### config.mk
export PLATFORM = sky130hd
export DESIGN_NAME = bpsc_top
export DESIGN_NICKNAME = d
export VERILOG_FILES = /design/src/common/bpsc_pkg.sv /design/src/core/bpsc_top.sv /design/src/core/bpsc_curve.sv /design/src/core/bpsc_div.sv
export SDC_FILE = /design/constraint.sdc
export NUM_CORES = 2
export LEC_CHECK = 0
export BUFFER_PORTS_ARGS = -buffer_cell sky130_fd_sc_hd__buf_2
export CORE_ASPECT_RATIO = 1.25
export CORE_MARGIN = 2
export CORE_UTILIZATION = 25
export DETAILED_ROUTE_END_ITERATION = 8
export GPL_ROUTABILITY_DRIVEN = 0
export GPL_TIMING_DRIVEN = 0
export PLACE_DENSITY_LB_ADDON = 0.08
export SETUP_SLACK_MARGIN = 0.1
export SYNTH_ARGS = -nofsm -noshare
export SYNTH_HDL_FRONTEND = slang
export SYNTH_SLANG_ARGS = --single-unit
export TNS_END_PERCENT = 50
### constraint.sdc
create_clock -name clk -period 42.1 [get_ports clk]
set_clock_uncertainty 0.1 [all_clocks]
set_input_delay 4.21 -clock clk [delete_from_list [all_inputs] [get_ports clk]]
set_output_delay 4.21 -clock clk [all_outputs]
set_load 0.1 [all_outputs]
### src/common/bpsc_pkg.sv
/*
  Shared constants and types for the backlight PWM source control block.
  Assumes a 40 MHz core clock and a nonvolatile store that presents its
  contents as a stable struct once the device is powered.
*/
package bpsc_pkg;

  // ------------------------------------------------------------------
  // register offsets
  // ------------------------------------------------------------------
  localparam logic [7:0] MAIN_GROUP_CURRENT_OFS  = 8'h05;
  localparam logic [7:0] SUB_GROUP_CURRENT_OFS   = 8'h06;
  localparam logic [7:0] FIRST_CONFIG_OFS        = 8'h01;
  localparam logic [7:0] SECOND_CONFIG_OFS       = 8'h02;
  localparam logic [7:0] DIRECT_CONTROL_OFS      = 8'h03;
  localparam logic [7:0] MAIN_GROUP_BRIGHT_OFS   = 8'h07;
  localparam logic [7:0] SUB_GROUP_BRIGHT_OFS    = 8'h08;
  localparam logic [7:0] LIGHT_RESULT_HIGH_OFS   = 8'h09;
  localparam logic [7:0] LIGHT_RESULT_LOW_OFS    = 8'h0A;
  localparam logic [7:0] MAIN_DEFAULT_CUR_NVM    = 8'hB0;
  localparam logic [7:0] SUB_DEFAULT_CUR_NVM     = 8'hB1;
  localparam logic [7:0] STANDALONE_CONFIG_NVM   = 8'hB4;

  // ------------------------------------------------------------------
  // field positions and reset values
  // ------------------------------------------------------------------
  localparam int         CFG1_SEL_BIT     = 0;
  localparam int         CFG1_MODE_BIT    = 1;
  localparam int         CFG2_SENSOR_BIT  = 0;
  localparam int         CFG2_CUR_SEL_BIT = 1;
  localparam int         CFG2_LIGHT_BIT   = 2;
  localparam int         SOLO_BIT         = 0;
  localparam logic [7:0] CFG1_RESET       = 8'h01;
  localparam logic [7:0] REG_RESET        = 8'h00;
  localparam logic [7:0] UNMAPPED_READ    = 8'h00;
  localparam logic [7:0] FACTORY_CURRENT  = 8'h57;
  localparam int         CURRENT_STEP_UA  = 230;
  localparam int         MIN_MAIN_STRINGS = 4;
  localparam int         NUM_STRINGS      = 7;
  localparam int         SUB_STRING       = 6;
  localparam logic [1:0] CONF_ALL_MAIN    = 2'h3;

  // ------------------------------------------------------------------
  // widths
  // ------------------------------------------------------------------
  localparam int         PWM_W    = 10;
  localparam int         PER_W    = 19;
  localparam int         IDLE_W   = 21;
  localparam int         WIN_W    = 25;
  localparam int         ALS_W    = 24;
  localparam int         RAMP_W   = 17;
  localparam logic [9:0] DUTY_FULL = 10'h3FF;

  // ------------------------------------------------------------------
  // timing
  // ------------------------------------------------------------------
  localparam int CLK_KHZ      = 40000;
  localparam int OFF_MS       = 50;
  localparam int ALS_WIN_MS   = 500;
  localparam int SLOPE0_MS    = 130;
  localparam int SLOPE1_MS    = 500;
  localparam int SLOPE2_MS    = 1000;
  localparam int SLOPE3_MS    = 2000;
  localparam int RAMP_STEPS   = 1024;
  localparam int OFF_CYC      = OFF_MS * CLK_KHZ;
  localparam int ALS_WIN_CYC  = ALS_WIN_MS * CLK_KHZ;
  localparam int SLOPE0_CYC   = SLOPE0_MS * CLK_KHZ / RAMP_STEPS;
  localparam int SLOPE1_CYC   = SLOPE1_MS * CLK_KHZ / RAMP_STEPS;
  localparam int SLOPE2_CYC   = SLOPE2_MS * CLK_KHZ / RAMP_STEPS;
  localparam int SLOPE3_CYC   = SLOPE3_MS * CLK_KHZ / RAMP_STEPS;

  // ------------------------------------------------------------------
  // types
  // ------------------------------------------------------------------
  typedef enum logic [1:0] {
    SRC_COMBINED,
    SRC_DUTY,
    SRC_BRIGHT,
    SRC_DIRECT
  } bpsc_src_t;

  typedef struct packed {
    logic [9:0]       brk1;
    logic [9:0]       brk2;
    logic [2:0][9:0]  base;
    logic [2:0][7:0]  slope;
  } bpsc_curve_t;

  typedef struct packed {
    logic [7:0]  main_def_cur;
    logic [7:0]  sub_def_cur;
    logic [7:0]  solo_cfg;
    logic [1:0]  string_group_config;
    logic        sensor_active_high;
    logic [1:0]  slope_sel;
    logic [7:0]  pwm_div;
    logic [9:0]  prescale;
    bpsc_curve_t bri_curve;
    bpsc_curve_t light_curve;
  } bpsc_nvm_t;

endpackage : bpsc_pkg

### src/core/bpsc_top.sv
/*
  Backlight PWM source control: register file, PWM source selection,
  pin duty measurement, light sensor counting, slope ramp and PWM output.
  Assumes the serial bus decoder outside presents one-cycle read and write
  strobes, and that the nonvolatile store presents its bytes as a struct.
*/
`timescale 1ns/10ps
module bpsc_top #(
  parameter int OFF_CYC     = bpsc_pkg::OFF_CYC,
  parameter int ALS_WIN_CYC = bpsc_pkg::ALS_WIN_CYC,
  parameter int SLOPE0_CYC  = bpsc_pkg::SLOPE0_CYC,
  parameter int SLOPE1_CYC  = bpsc_pkg::SLOPE1_CYC,
  parameter int SLOPE2_CYC  = bpsc_pkg::SLOPE2_CYC,
  parameter int SLOPE3_CYC  = bpsc_pkg::SLOPE3_CYC
) (
  input  wire logic                clk,
  input  wire logic                reset_n,
  input  wire logic                en_pin,
  input  wire logic                pwm_pin,
  input  wire logic                sensor_in,
  input  wire bpsc_pkg::bpsc_nvm_t nvm,
  input  wire logic                reg_wr,
  input  wire logic                reg_rd,
  input  wire logic [7:0]          reg_addr,
  input  wire logic [7:0]          reg_wdata,
  output logic [7:0]               reg_rdata,
  output logic [6:0]               string_on,
  output logic [7:0]               main_current,
  output logic [7:0]               sub_current,
  output logic                     sensor_en_out,
  output logic                     active
);
  // ------------------------------------------------------------------
  // state
  // ------------------------------------------------------------------
  typedef struct packed {
    logic                          loaded;
    logic [7:0]                    def_main;
    logic [7:0]                    def_sub;
    logic                          cfg_mode;
    logic                          cfg_sel;
    logic                          sensor_en;
    logic                          cur_sel;
    logic                          light_use;
    logic [7:0]                    string_force_on;
    logic [7:0]                    main_cur;
    logic [7:0]                    sub_cur;
    logic [7:0]                    main_bri;
    logic [7:0]                    sub_bri;
    logic [7:0]                    light_snap;
    logic                          pin_q;
    logic [bpsc_pkg::PER_W-1:0]    per_cnt;
    logic [bpsc_pkg::PER_W-1:0]    hi_cnt;
    logic [bpsc_pkg::PER_W-1:0]    hi_last;
    logic [bpsc_pkg::PER_W-1:0]    per_last;
    logic [9:0]                    duty;
    logic [bpsc_pkg::IDLE_W-1:0]   idle;
    logic [bpsc_pkg::WIN_W-1:0]    win;
    logic [bpsc_pkg::ALS_W-1:0]    edges;
    logic                          sens_q;
    logic [9:0]                    light_res;
    logic [bpsc_pkg::RAMP_W-1:0]   ramp_cnt;
    logic [9:0]                    level;
    logic [7:0]                    step_cnt;
    logic [9:0]                    pwm_cnt;
    logic [9:0]                    main_lat;
    logic [9:0]                    sub_lat;
    logic [7:0]                    rdata;
    logic [6:0]                    str;
    logic [7:0]                    main_out;
    logic [7:0]                    sub_out;
    logic                          sens_out;
    logic                          active;
  } bpsc_state_t;

  bpsc_state_t q, d;

  logic                solo;
  bpsc_pkg::bpsc_src_t src;
  logic                duty_go;
  logic                duty_done;
  logic [9:0]          duty_res;
  logic                light_go;
  logic                light_done;
  logic [9:0]          light_q;
  logic [9:0]          bri_y;
  logic [9:0]          light_y;
  logic [19:0]         mix;
  logic [19:0]         lit;
  logic [9:0]          target;
  logic [bpsc_pkg::RAMP_W-1:0] ramp_lim;
  logic                rise;
  logic                fall;
  logic                act;
  logic [6:0]          str_n;
  logic                main_on;
  logic                sub_on;
  logic [7:0]          rd;

  assign solo = nvm.solo_cfg[bpsc_pkg::SOLO_BIT];

  // ------------------------------------------------------------------
  // arithmetic helpers
  // ------------------------------------------------------------------
  bpsc_curve u_bri_curve (
    .x    ({q.main_bri, 2'h0}),
    .coef (nvm.bri_curve),
    .y    (bri_y)
  );

  bpsc_curve u_light_curve (
    .x    (q.light_res),
    .coef (nvm.light_curve),
    .y    (light_y)
  );

  bpsc_div #(
    .NUM_W (bpsc_pkg::PER_W + bpsc_pkg::PWM_W),
    .DEN_W (bpsc_pkg::PER_W),
    .Q_W   (bpsc_pkg::PWM_W)
  ) u_duty_div (
    .clk     (clk),
    .reset_n (reset_n),
    .start   (duty_go),
    .num     ({q.hi_last, 10'h000}),
    .den     (q.per_last),
    .done    (duty_done),
    .q       (duty_res)
  );

  bpsc_div #(
    .NUM_W (bpsc_pkg::ALS_W),
    .DEN_W (bpsc_pkg::PWM_W),
    .Q_W   (bpsc_pkg::PWM_W)
  ) u_light_div (
    .clk     (clk),
    .reset_n (reset_n),
    .start   (light_go),
    .num     (q.edges),
    .den     (nvm.prescale),
    .done    (light_done),
    .q       (light_q)
  );

  // ------------------------------------------------------------------
  // per-string output selection
  // ------------------------------------------------------------------
  assign main_on = q.pwm_cnt < q.main_lat;
  assign sub_on  = q.pwm_cnt < q.sub_lat;

  for (genvar i = 0; i < bpsc_pkg::NUM_STRINGS; i++) begin : g_str
    always_comb begin
      if (!act) begin
        str_n[i] = 1'b0;
      end else if (q.string_force_on[i]) begin
        str_n[i] = 1'b1;
      end else if (i == bpsc_pkg::SUB_STRING &&
                   nvm.string_group_config != bpsc_pkg::CONF_ALL_MAIN) begin
        str_n[i] = sub_on;
      end else if (i < bpsc_pkg::MIN_MAIN_STRINGS + int'(nvm.string_group_config)) begin
        str_n[i] = (src == bpsc_pkg::SRC_DIRECT) ? pwm_pin : main_on;
      end else begin
        str_n[i] = 1'b0;
      end
    end
  end

  // ------------------------------------------------------------------
  // next state
  // ------------------------------------------------------------------
  always_comb begin
    d        = q;
    duty_go  = 1'b0;
    light_go = 1'b0;
    rd       = bpsc_pkg::UNMAPPED_READ;
    src      = solo ? bpsc_pkg::SRC_DUTY
                    : bpsc_pkg::bpsc_src_t'({q.cfg_mode, q.cfg_sel});

    if (!q.loaded) begin
      d.loaded   = 1'b1;
      d.def_main = nvm.main_def_cur;
      d.def_sub  = nvm.sub_def_cur;
    end

    // register writes are shut out in stand-alone operation
    if (reg_wr && !solo) begin
      case (reg_addr)
        bpsc_pkg::FIRST_CONFIG_OFS: begin
          d.cfg_sel  = reg_wdata[bpsc_pkg::CFG1_SEL_BIT];
          d.cfg_mode = reg_wdata[bpsc_pkg::CFG1_MODE_BIT];
        end
        bpsc_pkg::SECOND_CONFIG_OFS: begin
          d.sensor_en = reg_wdata[bpsc_pkg::CFG2_SENSOR_BIT];
          d.cur_sel   = reg_wdata[bpsc_pkg::CFG2_CUR_SEL_BIT];
          d.light_use = reg_wdata[bpsc_pkg::CFG2_LIGHT_BIT];
        end
        bpsc_pkg::DIRECT_CONTROL_OFS:    d.string_force_on = reg_wdata;
        bpsc_pkg::MAIN_GROUP_CURRENT_OFS: d.main_cur = reg_wdata;
        bpsc_pkg::SUB_GROUP_CURRENT_OFS:  d.sub_cur  = reg_wdata;
        bpsc_pkg::MAIN_GROUP_BRIGHT_OFS:  d.main_bri = reg_wdata;
        bpsc_pkg::SUB_GROUP_BRIGHT_OFS:   d.sub_bri  = reg_wdata;
        default: ;
      endcase
    end

    if (reg_rd) begin
      case (reg_addr)
        bpsc_pkg::FIRST_CONFIG_OFS: begin
          rd[bpsc_pkg::CFG1_SEL_BIT]  = q.cfg_sel;
          rd[bpsc_pkg::CFG1_MODE_BIT] = q.cfg_mode;
        end
        bpsc_pkg::SECOND_CONFIG_OFS: begin
          rd[bpsc_pkg::CFG2_SENSOR_BIT]  = q.sensor_en;
          rd[bpsc_pkg::CFG2_CUR_SEL_BIT] = q.cur_sel;
          rd[bpsc_pkg::CFG2_LIGHT_BIT]   = q.light_use;
        end
        bpsc_pkg::DIRECT_CONTROL_OFS:     rd = q.string_force_on;
        bpsc_pkg::MAIN_GROUP_CURRENT_OFS: rd = q.main_cur;
        bpsc_pkg::SUB_GROUP_CURRENT_OFS:  rd = q.sub_cur;
        bpsc_pkg::MAIN_GROUP_BRIGHT_OFS:  rd = q.main_bri;
        bpsc_pkg::SUB_GROUP_BRIGHT_OFS:   rd = q.sub_bri;
        bpsc_pkg::LIGHT_RESULT_HIGH_OFS: begin
          rd           = {6'h00, q.light_res[9:8]};
          // low half frozen so the pair always belongs to one measurement
          d.light_snap = q.light_res[7:0];
        end
        bpsc_pkg::LIGHT_RESULT_LOW_OFS:   rd = q.light_snap;
        default: ;
      endcase
      d.rdata = rd;
    end

    // pin duty measurement, one division per input period
    d.pin_q = pwm_pin;
    rise    = pwm_pin && !q.pin_q;
    fall    = !pwm_pin && q.pin_q;
    if (rise) begin
      duty_go    = q.per_cnt != '0;
      d.hi_last  = q.hi_cnt;
      d.per_last = q.per_cnt;
      d.per_cnt  = bpsc_pkg::PER_W'(1);
      d.hi_cnt   = bpsc_pkg::PER_W'(1);
    end else if (q.per_cnt != '1) begin
      d.per_cnt = q.per_cnt + bpsc_pkg::PER_W'(1);
      d.hi_cnt  = q.hi_cnt + (pwm_pin ? bpsc_pkg::PER_W'(1) : bpsc_pkg::PER_W'(0));
    end else begin
      // no edge for longer than the slowest legal input: pin is static
      d.duty = pwm_pin ? bpsc_pkg::DUTY_FULL : 10'h000;
    end
    if (duty_done) begin
      d.duty = duty_res;
    end

    // activity watch for stand-alone shutdown
    if (en_pin && (rise || fall)) begin
      d.idle = '0;
    end else if (q.idle < bpsc_pkg::IDLE_W'(OFF_CYC)) begin
      d.idle = q.idle + bpsc_pkg::IDLE_W'(1);
    end
    act = solo ? (en_pin && q.idle < bpsc_pkg::IDLE_W'(OFF_CYC)) : en_pin;
    d.active = act;

    // light sensor frequency count over a fixed window
    d.sens_q = sensor_in;
    if (q.sensor_en) begin
      if (q.win >= bpsc_pkg::WIN_W'(ALS_WIN_CYC - 1)) begin
        light_go = 1'b1;
        d.win    = '0;
        d.edges  = '0;
      end else begin
        d.win = q.win + bpsc_pkg::WIN_W'(1);
        if (sensor_in && !q.sens_q && q.edges != '1) begin
          d.edges = q.edges + bpsc_pkg::ALS_W'(1);
        end
      end
    end else begin
      d.win   = '0;
      d.edges = '0;
    end
    if (light_done) begin
      d.light_res = light_q;
    end

    // target brightness from the chosen source
    mix = bri_y * q.duty;
    case (src)
      bpsc_pkg::SRC_DUTY:     target = q.duty;
      bpsc_pkg::SRC_BRIGHT:   target = bri_y;
      bpsc_pkg::SRC_COMBINED: target = mix[19:10];
      default:                target = q.duty;
    endcase
    lit = target * light_y;
    if (q.light_use && !solo) begin
      target = lit[19:10];
    end

    // slope ramp, one code per tick
    case (nvm.slope_sel)
      2'h0:    ramp_lim = bpsc_pkg::RAMP_W'(SLOPE0_CYC);
      2'h1:    ramp_lim = bpsc_pkg::RAMP_W'(SLOPE1_CYC);
      2'h2:    ramp_lim = bpsc_pkg::RAMP_W'(SLOPE2_CYC);
      default: ramp_lim = bpsc_pkg::RAMP_W'(SLOPE3_CYC);
    endcase
    if (q.ramp_cnt + bpsc_pkg::RAMP_W'(1) >= ramp_lim) begin
      d.ramp_cnt = '0;
      if (q.level < target) begin
        d.level = q.level + 10'h001;
      end else if (q.level > target) begin
        d.level = q.level - 10'h001;
      end
    end else begin
      d.ramp_cnt = q.ramp_cnt + bpsc_pkg::RAMP_W'(1);
    end

    // output PWM period from the stored divider, not from the pin
    if (q.step_cnt >= nvm.pwm_div) begin
      d.step_cnt = 8'h00;
      d.pwm_cnt  = q.pwm_cnt + 10'h001;
      if (q.pwm_cnt == bpsc_pkg::DUTY_FULL) begin
        d.main_lat = q.level;
        d.sub_lat  = {q.sub_bri, 2'h0};
      end
    end else begin
      d.step_cnt = q.step_cnt + 8'h01;
    end

    d.str = str_n;
    if (solo || !q.cur_sel) begin
      d.main_out = q.def_main;
      d.sub_out  = q.def_sub;
    end else begin
      d.main_out = q.main_cur;
      d.sub_out  = q.sub_cur;
    end
    d.sens_out = nvm.sensor_active_high ? q.sensor_en : !q.sensor_en;
  end

  // ------------------------------------------------------------------
  // registers
  // ------------------------------------------------------------------
  always_ff @(posedge clk or negedge reset_n) begin
    if (!reset_n) begin
      q          <= '0;
      q.cfg_sel  <= bpsc_pkg::CFG1_RESET[bpsc_pkg::CFG1_SEL_BIT];
      q.cfg_mode <= bpsc_pkg::CFG1_RESET[bpsc_pkg::CFG1_MODE_BIT];
      q.per_cnt  <= '1;
      q.idle     <= '1;
    end else begin
      q <= d;
    end
  end

  assign reg_rdata     = q.rdata;
  assign string_on     = q.str;
  assign main_current  = q.main_out;
  assign sub_current   = q.sub_out;
  assign sensor_en_out = q.sens_out;
  assign active        = q.active;
endmodule : bpsc_top

### src/core/bpsc_curve.sv
/*
  Three-segment piecewise linear curve, 10-bit in and 10-bit out.
  Assumes break points ascend and coefficients are static while used.
*/
`timescale 1ns/10ps
module bpsc_curve (
  input  wire logic [9:0]           x,
  input  wire bpsc_pkg::bpsc_curve_t coef,
  output logic [9:0]                y
);
  logic [1:0]  seg;
  logic [9:0]  org;
  logic [17:0] prod;
  logic [10:0] sum;

  always_comb begin
    if (x >= coef.brk2) begin
      seg = 2'h2;
      org = coef.brk2;
    end else if (x >= coef.brk1) begin
      seg = 2'h1;
      org = coef.brk1;
    end else begin
      seg = 2'h0;
      org = 10'h000;
    end
    // slope is four fraction bits
    prod = coef.slope[seg] * (x - org);
    sum  = {1'b0, coef.base[seg]} + {1'b0, prod[13:4]};
    // saturate rather than wrap so a steep slope cannot dim at the top
    if (sum[10] || prod[17:14] != 4'h0) begin
      y = bpsc_pkg::DUTY_FULL;
    end else begin
      y = sum[9:0];
    end
  end
endmodule : bpsc_curve

### src/core/bpsc_div.sv
/*
  Iterative restoring divider with a quotient saturated to Q_W bits.
  Assumes start is a pulse and is not repeated while busy.
*/
`timescale 1ns/10ps
module bpsc_div #(
  parameter int NUM_W = 29,
  parameter int DEN_W = 19,
  parameter int Q_W   = 10
) (
  input  wire logic             clk,
  input  wire logic             reset_n,
  input  wire logic             start,
  input  wire logic [NUM_W-1:0] num,
  input  wire logic [DEN_W-1:0] den,
  output logic                  done,
  output logic [Q_W-1:0]        q
);
  typedef struct packed {
    logic             busy;
    logic [5:0]       cnt;
    logic [NUM_W-1:0] num;
    logic [NUM_W-1:0] rem;
    logic [NUM_W-1:0] quo;
    logic [DEN_W-1:0] den;
    logic             done;
    logic [Q_W-1:0]   q;
  } bpsc_div_t;

  bpsc_div_t s_q, s_d;
  logic [NUM_W-1:0] trial;

  always_comb begin
    s_d    = s_q;
    s_d.done = 1'b0;
    trial  = {s_q.rem[NUM_W-2:0], s_q.num[NUM_W-1]};
    if (start && !s_q.busy) begin
      s_d.busy = 1'b1;
      s_d.cnt  = 6'(NUM_W);
      s_d.num  = num;
      s_d.den  = den;
      s_d.rem  = '0;
      s_d.quo  = '0;
    end else if (s_q.busy) begin
      s_d.num = {s_q.num[NUM_W-2:0], 1'b0};
      if (trial >= NUM_W'(s_q.den)) begin
        s_d.rem = trial - NUM_W'(s_q.den);
        s_d.quo = {s_q.quo[NUM_W-2:0], 1'b1};
      end else begin
        s_d.rem = trial;
        s_d.quo = {s_q.quo[NUM_W-2:0], 1'b0};
      end
      s_d.cnt = s_q.cnt - 6'h01;
      if (s_q.cnt == 6'h01) begin
        s_d.busy = 1'b0;
        s_d.done = 1'b1;
        // zero divisor or overflow reads as full scale
        if (s_q.den == '0 || s_d.quo[NUM_W-1:Q_W] != '0) begin
          s_d.q = '1;
        end else begin
          s_d.q = s_d.quo[Q_W-1:0];
        end
      end
    end
  end

  always_ff @(posedge clk or negedge reset_n) begin
    if (!reset_n) begin
      s_q <= '0;
    end else begin
      s_q <= s_d;
    end
  end

  assign done = s_q.done;
  assign q    = s_q.q;
endmodule : bpsc_div

### Word-level counts from Yosys, hierarchy flattened

Cells that the tools add are included.
W data, S select, Z words.

| cells by class | value |
|---|---|
| add/sub/neg operators | 19 |
| $mul | 4 |
| eq/ne operators | 22 |
| divide/modulo/power cells | 0 |
| magnitude comparators | 23 |
| bitwise operators | 2 |
| reduce and logical (&&, ||, !) cells | 51 |
| shift operators | 0 |
| multiplexer cells | 90 |

Operators by type and width:

| kind | number |
|---|---|
| $mux W94 | 2 |
| $mux W58 | 3 |
| $mux W10 | 17 |
| $mux W79 | 2 |
| $mux W48 | 3 |
| $mux W49 | 2 |
| $mux W38 | 2 |
| $mux W11 | 6 |
| $lt A3 B32 Y1 const A | 2 |
| $lt A4 B32 Y1 const A | 2 |
| $pmux W17 S3 | 1 |
| $mux W21 | 2 |
| $bmux W10 S2 | 2 |
| $ge A10 B10 Y1 | 4 |
| $mul A10 B10 Y20 | 2 |
| $reduce_bool A19 Y1 | 2 |
| $mul A8 B18 Y18 | 2 |
| $mux W1 | 33 |
| $bmux W8 S2 | 2 |
| $lt A1 B32 Y1 const A | 1 |
| $lt A2 B32 Y1 const A | 1 |
| $lt A10 B10 Y1 | 3 |
| $pmux W5 S6 | 1 |
| $ge A29 B19 Y1 | 1 |
| 56 further kinds | 113 |

| word-level totals | value |
|---|---|
| latch bits | 0 |
| memories | 0 |
| register bits | 554 |
| bits of input ports | 218 |
| memory bits (read-only) | 0 |
| logic and storage cells | 264 |
| output and inout bits | 33 |
| memory bits (writable) | 0 |

### Logic depth before layout (Yosys ltp)

| logic depth | value |
|---|---|
| depth after elaboration | 16 |
| gate-level depth with buffers | 102 |
| depth with buffers taken out | 99 |

### Hierarchy

From an unflattened synthesis, not the netlist that was laid out.

| second synthesis, totals | value |
|---|---|
| cell total of the unflattened synthesis | 4537 |
| area total of the unflattened synthesis | 43909.6 sq um |

By module, submodules not included:

| module | times used | area each (sq um) | sequential area each (sq um) | cells each |
|---|---|---|---|---|
| bpsc_top | 1 | 22917.0 | 8409.3 | 2220 |
| bpsc_div (u_duty_div) | 1 | 6317.3 | 3052.9 | 617 |
| bpsc_div (u_light_div) | 1 | 4937.2 | 2452.4 | 467 |
| bpsc_curve (u_bri_curve) | 1 | 4870.9 | 0.0 | 615 |
| bpsc_curve (u_light_curve) | 1 | 4867.2 | 0.0 | 618 |

### Worst setup path after synthesis

No wires, ideal clock.

| timing path | value |
|---|---|
| kind | input to register |
| start point | input port nvm[137] in the netlist's numbering |
| end point | register q[80] in the netlist's numbering |
| path buffers | 4 |
| required time | 41.921 ns |
| path slack | 16.997 ns |
| cell stages on the path | 94 |
| data arrival time | 24.924 ns |
| setup time | 0.079 ns |
| path through | inv_1 > ha_1 > nand2_1 > o21ai_0 > a21o_1 > clkbuf_1 > clkbuf_1 > a22oi_1 > ha_1 > a21oi_1 > nor2_1 > nor2_1 > o21ai_0 > o41ai_1 > o21a_1 > nand2_1 > fa_1 > inv_1 > (+58 left out) > ha_1 > o21ai_0 > nand2b_1 > a21oi_1 > o21ai_0 > ha_1 > a21o_1 > a21o_1 > a21o_1 > a21oi_1 > o21bai_1 > a21oi_1 > o21bai_1 > a21oi_1 > xnor2_1 > nand3_1 > o21ai_0 > xor2_1 |

| between the ends | value |
|---|---|
| longest elaborated chain between the ends | 15 |
| elaborated cells on any way between the ends | 22 |
| those cells by class | add/sub (2); mul (3); order compare (3); mux (10); reduce/logical (4) |

RTL lines:

| element | line | text |
|---|---|---|
| from (decl) | bpsc_top.sv:21 | `input wire bpsc_pkg::bpsc_nvm_t nvm,` |
| parallel branches: the longest is 7 deep, another holds $mul A8 B18 Y18 | n/a |  |
| $mux W10 (*) | bpsc_curve.sv:31 | `if (sum[10] \|\| prod[17:14] != 4'h0) begin` |
| $mul A10 B10 Y20 | bpsc_top.sv:285 | `mix = bri_y * q.duty;` |
| $pmux W10 S2 (*) | bpsc_top.sv:286 | `case (src)` |
| $mul A10 B10 Y20 | bpsc_top.sv:292 | `lit = target * light_y;` |
| $mux W10 (*) | bpsc_top.sv:293 | `if (q.light_use && !solo) begin` |
| $lt A10 B10 Y1 or $gt A10 B10 Y1 (tied branches) | bpsc_top.sv:306, bpsc_top.sv:308 |  |
| $reduce_bool A2 Y1 (no source line) | n/a |  |
| $reduce_and A2 Y1 (no source line) | n/a |  |
| to (decl) | bpsc_top.sv:76 | `bpsc_state_t q, d;` |

Mark *: on every way between the ends. The select of a mux whose other input is x is not followed.
A chain may end at the register's enable or synchronous reset.

### Worst setup path after layout

Ends and elaborated chain as after synthesis.

==> results.md <==
Detailed routing
- **DRT iter0 DRCs** 1,435
- **total number of vias** 32,500
- **post-DR wirelength/cell** 17.71 µm
- **remaining routing DRC violations** 0
- **total wirelength of the detailed-routed design** 127,100 µm
- **number of nets with antenna violations after routing** 0
- **post-detailed-route via-to-cell ratio** 4.527
- **number of iterations in the first detailed-routing pass** 5

Yosys
- **Post-synth top cells** sky130_fd_sc_hd__dfrtp_1, sky130_fd_sc_hd__nand2_1, sky130_fd_sc_hd__inv_1
- **number of enable flip-flop cells after synthesis** 0
- **Cell variety after synth** 88
- **Post-synth top flop** sky130_fd_sc_hd__dfrtp_1
- **Avg Inst Size Synth** 9.316 µm²
- **Synth Register Bits** 544
- **cells taking the most area after synthesis** sky130_fd_sc_hd__dfrtp_1, sky130_fd_sc_hd__fa_1, sky130_fd_sc_hd__ha_1
- **post-synthesis instance total** 4,595
- **total nets after synthesis** 5,415
- **sequential cell area fraction in the yosys report** 31.92%
- **area share of the largest cell type after synthesis** 29.40%
- **most area-hungry cell type in the Yosys netlist** sky130_fd_sc_hd__dfrtp_1
- **Synth Cell Area** 42,810 µm²
- **Synth warnings** 0
- **share of flip-flops with an asynchronous set or reset after synthesis** 100.0%

Global routing
- **global router's overall resource usage** 14.71%
- **pin count of the biggest net entering global routing** 102
- **gr ovfl total** 0
- **global-route wire length before repair** 203,700 µm
- **initial antenna violation count** 9
- **via count of the first global-routing pass** 34,800

Cells and area
- **count of non-filler cells in the finished layout** 7,179
- **layout overhead on the synthesized area** 14.71%
- **share of layout cells above drive strength 1** 13.08%
- **number of fillers in the final layout** 18,200
- **number of nets at the end of the flow** 5,726
- **post-route cell area** 49,110 µm²

Timing
- **setup repair after global routing missed its margin** false
- **Achievable Freq** 0.03462 GHz
- **Setup TNS** 0 ns
- **transition time at the pin with the least slew margin** 1.194 ns
- **ratio of final minimum period to clock period** 68.61%
- **final-layout worst hold slack** 0.3682 ns
- **max_slew headroom** 19.69%
- **Setup-failing EPs final** 0
- **final critical-path required period** 28.88 ns
- **hold violation total from the final report** 0
- **Slew Limit Fails** 0

Setup path
- **worst r2r src** q[289]
- **crit path max fanout** 10
- **critical path start-end classification** in2reg
- **Worst path max stage delay** 0.97 ns
- **CP bufs+invs** 18
- **kind of cell adding the most delay to the critical path** compound AO/OA/AOI/OAI gates
- **endpoint type of the worst setup path** flip-flop
- **worst path required time** 42.59 ns
- **Critical Path Most Common Cell** sky130_fd_sc_hd__fa_1
- **Worst Setup SP** nvm[137]
- **startpoint kind of the worst setup timing path** input port
- **Max stage delay cell, worst path** sky130_fd_sc_hd__a2111oi_0
- **Crit path arrival time** 29.38 ns

Worst hold path
- **class of the most critical hold timing path** reg2reg
- **startpoint of the worst hold path** u_duty_div.s_q[115]

Floorplanning
- **area inside the core boundary** 169,800 µm²
- **effective utilization at floorplan** 25.21%
- **number of top-level pins** 251
- **Die Area** 174,600 µm²
- **floorplan die width** 374.1 µm
- **FP Rows** 169
- **die height** 466.6 µm

CTS
- **CTS buffer count** 61
- **number of sinks handled by clock tree synthesis** 544
- **TritonCTS clock tree** done
- **total number of H-tree levels** 2
- **clock latency of the later-clocked register in the worst-skew pair** 0.67 ns
- **CTS clk-pin slew, worst paths** 0.06 ns
- **number of cells upsized or downsized after cts** 0
- **number of buffers inserted by post-CTS setup repair** 0
- **maximum buffer depth of the clock tree** 3
- **Post-CTS Hold Buffers** 0
- **CTS root buffer** sky130_fd_sc_hd__clkbuf_16

Outcome
- **run status** finished, final reports clean

Place
- **standard cell area after detailed placement** 46,980 µm²
- **post-detail-place hpwl** 100,700 µm
- **IO Port Bufs** 240
- **number of cells in the design after placement** 7,066

Run
- **max capacitance violation total** 0

## cell usage in the layout, fill, tap and decap left out, types with 58 or more instances in the layout
cell                        count
sky130_fd_sc_hd__nand2_1      503
sky130_fd_sc_hd__dfrtp_1      503
sky130_fd_sc_hd__inv_1        459
sky130_fd_sc_hd__nor2_1       421
sky130_fd_sc_hd__ha_1         336
sky130_fd_sc_hd__o21ai_0      299
sky130_fd_sc_hd__fa_1         266
sky130_fd_sc_hd__buf_2        243
sky130_fd_sc_hd__a21oi_1      172
sky130_fd_sc_hd__mux2_2       161
sky130_fd_sc_hd__clkbuf_1     157
sky130_fd_sc_hd__xor2_1       138
sky130_fd_sc_hd__xnor2_1      111
sky130_fd_sc_hd__mux2i_1      107
sky130_fd_sc_hd__nand3_1      104
sky130_fd_sc_hd__a21o_1        84
sky130_fd_sc_hd__and2_1        71
sky130_fd_sc_hd__nor2b_1       61
sky130_fd_sc_hd__clkbuf_16     61
sky130_fd_sc_hd__nand2b_1      58
## final cells by class
| cell class | count | area (µm²) | share of cell area, % |
|---|---|---|---|
| inverter | 459 | 1723 | 3.509 |
| timing repair buffer | 248 | 1375 | 2.800 |
| antenna | 2 | 5.005 | 0.01019 |
| clock inverter | 24 | 327.8 | 0.6676 |
| buffer | 198 | 875.8 | 1.784 |
| multi-input combinational | 3394 | 26560 | 54.09 |
| clock buffer | 87 | 1794 | 3.654 |
| tap | 2223 | 2781 | 5.664 |
| sequential | 544 | 13660 | 27.83 |
## per-stage QoR
| stage | setup WS [ns] | utilization (%) |
|---|---|---|
| floorplan | 17.00 | - |
| global placement | 11.06 | 27.56 |
| detailed placement | 12.04 | 27.67 |
| CTS | 12.67 | 28.92 |
| global route | 11.22 | 28.92 |
| finish | 13.22 | 28.92 |
## sequential cells by signal, summed over array words and instances (netlist names)
register          cells
q                   301
u_duty_div.s_q      101
u_light_div.s_q      87
u_duty_div.q         10
u_light_div.q        10
main_current          8
reg_rdata             8
sub_current           8
string_on             7
active                1
sensor_en_out         1
u_duty_div.done       1
u_light_div.done      1
## logic make-up after synthesis
family | after synthesis | synth area share [%]
simple gates | 1451 | 15.68
compound gates | 817 | 11.95
buf+inv | 657 | 6.071
fa+ha+maj | 602 | 22.26
flops | 544 | 31.92
mux | 270 | 6.807
xor+xnor | 253 | 5.308
other cells | 1 | 0.008760
## worst min-delay path: cells and delay by family, from the launching register on
family / cells / cell delay [ns]
DFF: 1 / 0.34
AOI/OAI and AO/OA: 1 / 0.06
and+or+nand+nor: 1 / 0.05
## metal layers
metal	track usage (%)	part of all wire, %	routed length, µm
met5	0	0	0
met3	1.318	2.4	2998
met1	18.35	44	55820
met2	27.35	52	66020
met4	3.098	1.8	2318
## path summary, 6_finish.rpt
path | end | cells after the start | slack [ns]
max | q[80] | 98 | 13.22
min | u_duty_div.s_q[116] | 2 | 0.37
max reg2reg | q[80] | 96 | 16.36
min reg2reg | u_duty_div.s_q[116] | 2 | 0.37
max in group asynchronous | u_light_div.s_q[17] | 5 | 36.09
min in group asynchronous | u_duty_div.s_q[100] | 1 | 3.46
Power is left out: the tool's default activity adds up to more than one toggle a clock period on the data nets, which glitch-free logic cannot reach.
